<file path="src/pkg/hpb_defines.svh">
// offsets, field positions, reset values and widths of the host port
`ifndef HPB_DEFINES_SVH
`define HPB_DEFINES_SVH
`define HPB_DATA_W 32
`define HPB_ADDR_LO 2
`define HPB_ADDR_HI 5
`define HPB_ADDR_W 4
`define HPB_DEPTH 16
`define HPB_WORD_RST 32'h0000_0000
`define HPB_ADDR_RST 4'h0
`define HPB_MODE_NONMUX 1'h0
`define HPB_MODE_MUX 1'h1
`endif

</file>
<file path="src/pkg/hpb_pkg.sv">
// types shared by the host parallel port files
`include "hpb_defines.svh"
package hpb_pkg;
    typedef logic [`HPB_DATA_W-1:0] hpb_word_t;
    typedef logic [`HPB_ADDR_W-1:0] hpb_addr_t;
    typedef logic [`HPB_ADDR_HI:`HPB_ADDR_LO] hpb_pin_addr_t;
    typedef enum logic [2:0] {
        HPB_IDLE = 3'b001,
        HPB_ADDR = 3'b010,
        HPB_ACT = 3'b100
    } hpb_state_t;
endpackage

</file>
<file path="src/verilog/hpb_host_port.sv">
// device end of the host parallel address/data port
`timescale 1ns/1ps
`include "hpb_defines.svh"
// How it works
// - mode 0: shared low pins are plain data bits, no address role
// - mode 1: shared pins carry address bits first, data after; bit 2 lsb
// - data bus is 32 bits, 0 to 31, each bit two-way
// - device drives data only while host holds output enable low
// - write enable low means write, high means read
// - mode 1: address latched from shared lines by the latch strobe
// - mode 0: separate address lines sampled on chip select falling
// - word aligned addresses; byte address bits 1 and 0 absent
module hpb_host_port (
    input wire logic clk,
    input wire logic rst_b,
    input wire logic bus_mux_select,
    input wire logic cs_b,
    input wire logic oe_b,
    input wire logic we_b,
    input wire logic latch_strobe,
    input wire hpb_pkg::hpb_pin_addr_t addr_pin,
    input wire hpb_pkg::hpb_word_t data_in,
    output hpb_pkg::hpb_word_t data_out,
    output hpb_pkg::hpb_word_t data_oe_b,
    output hpb_pkg::hpb_addr_t word_addr,
    output logic host_wr_pulse
);
    import hpb_pkg::*;

    // ----------------------------------------------------------------
    // pin synchronisers
    // ----------------------------------------------------------------
    logic [4:0] ctl_meta;
    logic [4:0] ctl_sync;
    logic [4:0] ctl_prev;
    hpb_pin_addr_t addr_meta;
    hpb_pin_addr_t addr_sync;
    hpb_word_t data_meta;
    hpb_word_t data_sync;
    hpb_state_t state;
    hpb_state_t next_state;
    hpb_word_t rd_word;
    logic mux_s;
    logic cs_s;
    logic oe_s;
    logic we_s;
    logic ale_s;
    logic cs_fall;
    logic cs_rise;
    logic ale_fall;
    logic ale_rise;
    logic we_rise;
    logic drive;

    // two flops on every pin before use
    always_ff @(posedge clk or negedge rst_b) begin
        if (!rst_b) begin
            ctl_meta <= 5'h0E; // idle pins: mode 0, strobe low
            ctl_sync <= 5'h0E;
            ctl_prev <= 5'h0E;
            addr_meta <= `HPB_ADDR_RST;
            addr_sync <= `HPB_ADDR_RST;
            data_meta <= `HPB_WORD_RST;
            data_sync <= `HPB_WORD_RST;
        end else begin
            ctl_meta <= {latch_strobe, we_b, oe_b, cs_b, bus_mux_select};
            ctl_sync <= ctl_meta;
            ctl_prev <= ctl_sync;
            addr_meta <= addr_pin;
            addr_sync <= addr_meta;
            data_meta <= data_in;
            data_sync <= data_meta;
        end
    end

    assign mux_s = ctl_sync[0];
    assign cs_s = ctl_sync[1];
    assign oe_s = ctl_sync[2];
    assign we_s = ctl_sync[3];
    assign ale_s = ctl_sync[4];
    assign cs_fall = ctl_prev[1] && !cs_s;
    assign cs_rise = !ctl_prev[1] && cs_s;
    assign we_rise = !ctl_prev[3] && we_s;
    assign ale_fall = ctl_prev[4] && !ale_s;
    assign ale_rise = !ctl_prev[4] && ale_s;

    // ----------------------------------------------------------------
    // access sequencer
    // ----------------------------------------------------------------
    // idle, address phase (mode 1 only), active data phase
    always_comb begin
        next_state = state;
        unique case (state)
            HPB_IDLE: begin
                if (cs_fall) begin
                    next_state = (mux_s == `HPB_MODE_MUX) ? HPB_ADDR
                                                           : HPB_ACT;
                end
            end
            HPB_ADDR: begin
                if (cs_s) begin
                    next_state = HPB_IDLE;
                end else if (ale_fall) begin
                    next_state = HPB_ACT;
                end
            end
            HPB_ACT: begin
                if (cs_s) begin
                    next_state = HPB_IDLE;
                end else if (mux_s == `HPB_MODE_MUX && ale_rise) begin
                    next_state = HPB_ADDR; // new address phase
                end
            end
            default: next_state = HPB_IDLE;
        endcase
    end

    always_ff @(posedge clk or negedge rst_b) begin
        if (!rst_b) begin
            state <= HPB_IDLE;
        end else begin
            state <= next_state;
        end
    end

    // ----------------------------------------------------------------
    // address capture
    // ----------------------------------------------------------------
    // word address only, no byte bits taken
    always_ff @(posedge clk or negedge rst_b) begin
        if (!rst_b) begin
            word_addr <= `HPB_ADDR_RST;
        end else if (state == HPB_IDLE && cs_fall
                     && mux_s == `HPB_MODE_NONMUX) begin
            word_addr <= addr_sync;
        end else if (state == HPB_ADDR && ale_fall && !cs_s) begin
            word_addr <= data_sync[`HPB_ADDR_HI:`HPB_ADDR_LO];
        end
    end

    // ----------------------------------------------------------------
    // write strobe and store
    // ----------------------------------------------------------------
    // write completes on write enable rising
    always_ff @(posedge clk or negedge rst_b) begin
        if (!rst_b) begin
            host_wr_pulse <= 1'b0;
        end else begin
            host_wr_pulse <= (state == HPB_ACT) && !cs_s && we_rise;
        end
    end

    hpb_word_mem u_mem (
        .clk(clk),
        .rst_b(rst_b),
        .wr_en((state == HPB_ACT) && !cs_s && we_rise),
        .wr_addr(word_addr),
        .wr_data(data_sync), // all 32 bits
        .rd_addr(word_addr),
        .rd_data(rd_word)
    );

    // ----------------------------------------------------------------
    // data drive
    // ----------------------------------------------------------------
    // drive only in read data phase with oe low
    assign drive = (state == HPB_ACT) && !cs_s && !oe_s && we_s;
    assign data_oe_b = {`HPB_DATA_W{!drive}};

    always_ff @(posedge clk or negedge rst_b) begin
        if (!rst_b) begin
            data_out <= `HPB_WORD_RST;
        end else begin
            data_out <= rd_word;
        end
    end
endmodule

</file>
<file path="src/verilog/hpb_word_mem.sv">
// word store behind the host port, registered read data
`timescale 1ns/1ps
`include "hpb_defines.svh"
module hpb_word_mem (
    input wire logic clk,
    input wire logic rst_b,
    input wire logic wr_en,
    input wire hpb_pkg::hpb_addr_t wr_addr,
    input wire hpb_pkg::hpb_word_t wr_data,
    input wire hpb_pkg::hpb_addr_t rd_addr,
    output hpb_pkg::hpb_word_t rd_data
);
    import hpb_pkg::*;

    hpb_word_t mem [`HPB_DEPTH];

    // ----------------------------------------------------------------
    // storage entries
    // ----------------------------------------------------------------
    // one write decoder per entry
    genvar i;
    generate
        for (i = 0; i < `HPB_DEPTH; i = i + 1) begin : g_entry
            localparam hpb_addr_t entry_addr = hpb_addr_t'(i);
            always_ff @(posedge clk) begin
                if (wr_en && wr_addr == entry_addr) begin
                    mem[i] <= wr_data;
                end
            end
        end
    endgenerate

    // ----------------------------------------------------------------
    // read port
    // ----------------------------------------------------------------
    // read data from a flop, old value on a same-cycle write
    always_ff @(posedge clk or negedge rst_b) begin
        if (!rst_b) begin
            rd_data <= `HPB_WORD_RST;
        end else begin
            rd_data <= mem[rd_addr];
        end
    end
endmodule
</file>
<file path="config.mk">
export PLATFORM = sky130hd
export DESIGN_NAME = hpb_host_port
export DESIGN_NICKNAME = d
export VERILOG_FILES = /design/src/pkg/hpb_pkg.sv /design/src/verilog/hpb_host_port.sv /design/src/verilog/hpb_word_mem.sv
export VERILOG_INCLUDE_DIRS = /design/src /design/src/pkg
export SDC_FILE = /design/constraint.sdc
export NUM_CORES = 1
export LEC_CHECK = 0
export ABC_CLOCK_PERIOD_IN_PS = 14700
export BUFFER_PORTS_ARGS = -buffer_cell sky130_fd_sc_hd__buf_2
export CAP_MARGIN = 0
export CORE_AREA = 2 2 284 286
export DETAILED_ROUTE_END_ITERATION = 6
export DIE_AREA = 0 0 286 288
export HOLD_SLACK_MARGIN = 0.15
export PLACE_DENSITY_LB_ADDON = 0.25
export SLEW_MARGIN = 30
export SYNTH_ARGS = -nofsm -noshare
export SYNTH_HDL_FRONTEND = slang
export SYNTH_SLANG_ARGS = --single-unit
</file>
<file path="constraint.sdc">
create_clock -name clk -period 14.7 [get_ports clk]
set_clock_uncertainty 0.1 [all_clocks]
set_input_delay 2.205 -clock clk [delete_from_list [all_inputs] [get_ports clk]]
set_output_delay 2.205 -clock clk [all_outputs]
set_load 0.01 [all_outputs]
</file>
== After elaboration in Yosys (flattened, before gate mapping) ==
Memory sizes are Yosys's and may differ from the RTL's. A register that Yosys moved wholly into a read port is not among the register bits.
Cells that the tools add are included.
Storage, ports and cells
  memories kept: 1
  register bits: 127
  bits in writable memories: 512
  input bits: 43
  output and inout port bits: 69
Memories
  u_mem.mem: words 16, bits a word 32, rd ports 1, clocked after memory_dff 1, write ports 1, line hpb_word_mem.sv:15  | hpb_word_t mem [`HPB_DEPTH];
Cells by class
  equal/unequal tests: 21
  reduce and logical (&&, ||, !) cells: 54
  mux-type cells: 86
  bitwise gates (word level): 1
Operators with widths (count)
  32-bit two-way mux: 15
  32-bit OR reduction: 15
  4-bit two-way mux: 17
  1-bit two-way mux: 47
  4-bit == test (second input constant): 8
  1-bit logical AND: 29
  3-bit two-way mux: 6
  4-bit by 3-bit == test with 1-bit output (second input constant): 4
  3-bit case mux with 3 select lines: 1
  4-bit by 2-bit == test with 1-bit output (second input constant): 2
  1-bit logical NOT: 7
  3-bit != test (second input constant): 2
  4-bit by 1-bit == test with 1-bit output (second input constant): 1
  4-bit logical NOT: 1
  3-bit by 1-bit == test with 1-bit output (second input constant): 1
  3-bit by 2-bit == test with 1-bit output (second input constant): 1
  3-bit == test (second input constant): 1
  3-bit AND reduction: 1
  2-bit != test (second input constant): 1
  2-bit nonzero test: 1
  1-bit inverter: 1

== Longest topological paths before layout ==
  depth in word-level cells: 22
  mapped depth: 6
  mapped depth without buffers: 3

== Hierarchy ==
Synthesis repeated with hierarchy kept, for this count alone.
Second synthesis, totals
  cell total of the unflattened synthesis: 1028
  area, all modules: 23635.2 um^2
Modules (own cells, without submodules)
  hpb_word_mem: cells an instance 838, seq. area each 16175.5 um^2, area an instance 19996.7 um^2, instances 1
  hpb_host_port: cells an instance 190, seq. area each 3139.3 um^2, area an instance 3638.5 um^2, instances 1

== Worst setup path after synthesis ==
No wires, ideal clock.
  path kind: register to register
  start point: register state[1]
  end point: memory u_mem.mem[0][0] (netlist name), enable pin
  library setup time: 0.501 ns
  period minus slack after synthesis: 4.726 ns
  cell stages (with the launch flop): 4
  data arrival time: 4.125 ns
  slack: 9.974 ns
  cell sequence: dfrtp_1 nor4b_4 nand2_1 nor4_1
On the way
  word-level cells in the longest chain between the ends: 22
  elaborated cells on any way between the ends: 96
  classes of those cells: 1 x eq/ne; 62 x mux; 33 x reduce/logical
Ends and longest elaborated chain
  from (decl): line hpb_host_port.sv:40  | hpb_state_t state;
  from (signal assigned): line hpb_host_port.sv:122  | state <= next_state;
  3-bit == test (*): line hpb_host_port.sv:156  | .wr_en((state == HPB_ACT) && !cs_s && we_rise),
  1-bit logical AND (*) (2 in series): line hpb_host_port.sv:156
  1-bit logical AND: line hpb_word_mem.sv:26  | if (wr_en && wr_addr == entry_addr) begin
  1-bit two-way mux: line hpb_word_mem.sv:26
  1-bit two-way mux (not written as such): line hpb_word_mem.sv:27  | mem[i] <= wr_data;
  32-bit OR reduction (no source line)
  4-bit two-way mux (no source line) / 1-bit two-way mux (equally long branches) (15 in series)
  to (decl): line hpb_word_mem.sv:15
Mark *: on every way between the ends. The rest lies on a longest branch, timed or not.

== Worst setup path in the final report ==
  start point: register state[1]
  end point: output data_oe_b[19]
On the way
  word-level cells in the longest chain between the ends: 5
Ends and longest elaborated chain
  3-bit == test: line hpb_host_port.sv:167  | assign drive = (state == HPB_ACT) && !cs_s && !oe_s && we_s;
  1-bit logical AND (3 in series): line hpb_host_port.sv:167
  1-bit logical NOT: line hpb_host_port.sv:168  | assign data_oe_b = {`HPB_DATA_W{!drive}};
  to (decl): line hpb_host_port.sv:24  | output hpb_pkg::hpb_word_t data_oe_b,
No other way between the ends.

==> qor.txt <==
Worst hold path depth: 0
Syn_area_per_cell: 22.8 um2
H-tree Lvls: 3
Flop2flop setup slack: 10.90 ns
Slew Viols, Final: 0
DP Area: 25,500 um2
Gpl congestion: 0.685
Worst Setup SP: state[1]
FFs w/ async S/R, synth: 0.235
Die ar.: 82,400 um2
Clk pin slew, worst setup/hold paths: 0.06 ns
Final Hold Vio Count: 0
First-pass GRT wire length: 74,700 um
FF-to-FF path depth: 4
Starting DRT DRC Count: 655
Largest area contributor in the netlist: edfxtp_1
Synth Net Count: 1,081
Status: complete, no violations
Starting density of the core: 0.297
Crit path max-delay cell type: nand3b_1
Final worst path period share: 0.337
TritonRoute pass-1 iters: 5
Synth Cell Area: 23,700 um2
Flops & latches, synth: 669
Inst Count DP: 2,158
All-Layer GR Usage: 0.123
Nets@finish: 1,215
Post-route DRC: 0
Setup Viol. Count Final: 0
Fin cells: 2,288
I/O Buffers: 111
Main synth FF type: edfxtp_1
Startpoint types: register
Total number of vias: 10,400
Clock sinks: 669
Num CTS Buffers: 71
Max Clk Rate: 0.202 GHz
Required time of the critical path: 12.40 ns
Total grt overflow: 0
Worst stage delay on the critical path: 0.66 ns
Number of global-route vias before repair: 11,300
Max-cap violations: 0
TritonCTS clock tree: yes
Reg2reg start: word_addr[0]
RSZ-0062 raised after global routing: no
Hold_sp: ctl_meta[0]
Worst-path maximum fanout: 32
Number of synthesized flops with an enable pin: 512
Final Instance Area: 27,800 um2
Initial antenna violation count: 0
Post-DRT Antenna Nets: 0
Hold Path End: ctl_sync[0]
Slew Limit Headroom: 0.426
DIE HEIGHT: 288 um
Postcts setup bufs: 0
Area Growth Syn to Fin: 17.4%
Clk buf depth: 3
CP cell instances: nor4b_4 -> nand3b_1 -> buf_2
Area share of the largest cell type after synthesis: 0.649
Final wirelength: 49,600 um
Die width: 286 um
Largest net degree at the start of global routing: 97
N_diodes: 0
Post-CTS sizing: 0
Hold-fix buffers, CTS: 0
# IOs: 112
# fillers: 7,433
Vias per cell: 4.56
CTS Root Cell: clkbuf_16
Worst VDD drop: 0.118 mV
CP Class: reg -> out
Pwr per Cell Area: 178 nW/um2
Setup TNS: 0 ns
Clock latency on the worst-skew pair: 0.60 ns
Leading cell types by total area after synthesis: edfxtp_1 (65%), dfrtp_1 (16%), mux4_2 (12%)
Reg2reg end: u_mem.mem[11][30]
Yosys warns: 0
DP HPWL: 26,400 um
Minimum clock period after layout: 4.95 ns
P_leak: 9.36 nW
Rows: 104
Count of different cell masters after synthesis: 34
Sequential element share of the synthesized area: 0.816
Mapped Cells: 1,038
Share of layout cells above drive strength 1: 0.323
Top-count cell post-synth: edfxtp_1
Final Util: 0.349
Core area: 79,600 um2
Worst Hold Slack: 0.246 ns
Crit end category: output pin
Kind of path behind the tightest hold check: reg -> reg
Synth top cells by count: edfxtp_1 (512), dfrtp_1 (148), mux4_2 (128), a22oi_1 (66), nand2_1 (35)
Worst slew pin tran: 0.861 ns
Worst EP arrival: 2.65 ns
WL/cell: 21.7 um
==> report_power, final <==
group | internal [mW] | switching, mW | total (mW)
Sequential | 2.15 | 0.0877 | 2.24
Clock | 1.03 | 0.704 | 1.73
Combinational | 0.447 | 0.524 | 0.972
Total | 3.63 | 1.32 | 4.95
==> metal layers <==
layer  GRT usage  part of all wire
met2       0.213              0.51
met1       0.155              0.42
met5           0                 0
met4      0.0419             0.022
met3      0.0231             0.039
==> cell usage in the layout, fill, tap and decap left out, drive strengths merged, types with 5 or more instances in the layout <==
cell	count
edfxtp	512
dfrtp	148
buf	136
mux4	128
clkbuf	105
a22oi	66
nand2	35
clkinv	21
nor2	13
dfstp	9
nand2b	5
o21ai	5
nor2b	5
==> kinds of logic after synthesis <==
kind of cell    synth area share
flops                      0.816
mux                        0.122
simple gates              0.0186
compound gates            0.0244
buf+inv                   0.0197
==> stage by stage <==
stage | power, mW | setup WS [ns]
floorplan | 2.93 | 9.97
global placement | 3.27 | 10.41
detailed placement | 3.28 | 10.30
CTS | 5.04 | 9.63
global route | 5.20 | 9.43
finish | 4.95 | 9.75
==> area by class of cell <==
class	instances	area [um2]	area share
clock buffers	104	2110	0.0758
flip-flops and latches	669	19300	0.695
repair buffers	137	812	0.0292
inverters	2	7.51	0.000270
well taps	1060	1330	0.0477
multi-input cells	291	4040	0.145
clock inverters	25	191	0.00688
==> sequential cells by signal, indices dropped and copies added (netlist names), 4 cells and up <==
signal / cells
data_sync: 32
ctl_meta: 5
data_out: 32
u_mem.rd_data: 32
addr_sync: 4
word_addr: 4
addr_meta: 4
data_meta: 32
ctl_sync: 5
u_mem.mem: 512
==> worst max-delay path: cells and delay by family, from the launching register on <==
family	cells	cell delay [ns]
flip-flops	1	0.46
AND/OR/NAND/NOR	2	1.22
buffers and inverters	1	0.36
==> how the worst max path moves through the flow <==
stage,to,slack (ns)
floorplan,u_mem.mem[0][0],9.97
global placement,data_oe_b[21],10.41
detailed placement,data_oe_b[2],10.30
CTS,data_oe_b[16],9.63
global route,data_oe_b[20],9.43
finish,data_oe_b[19],9.75
Note: power is estimated with default switching activity, not from simulation.
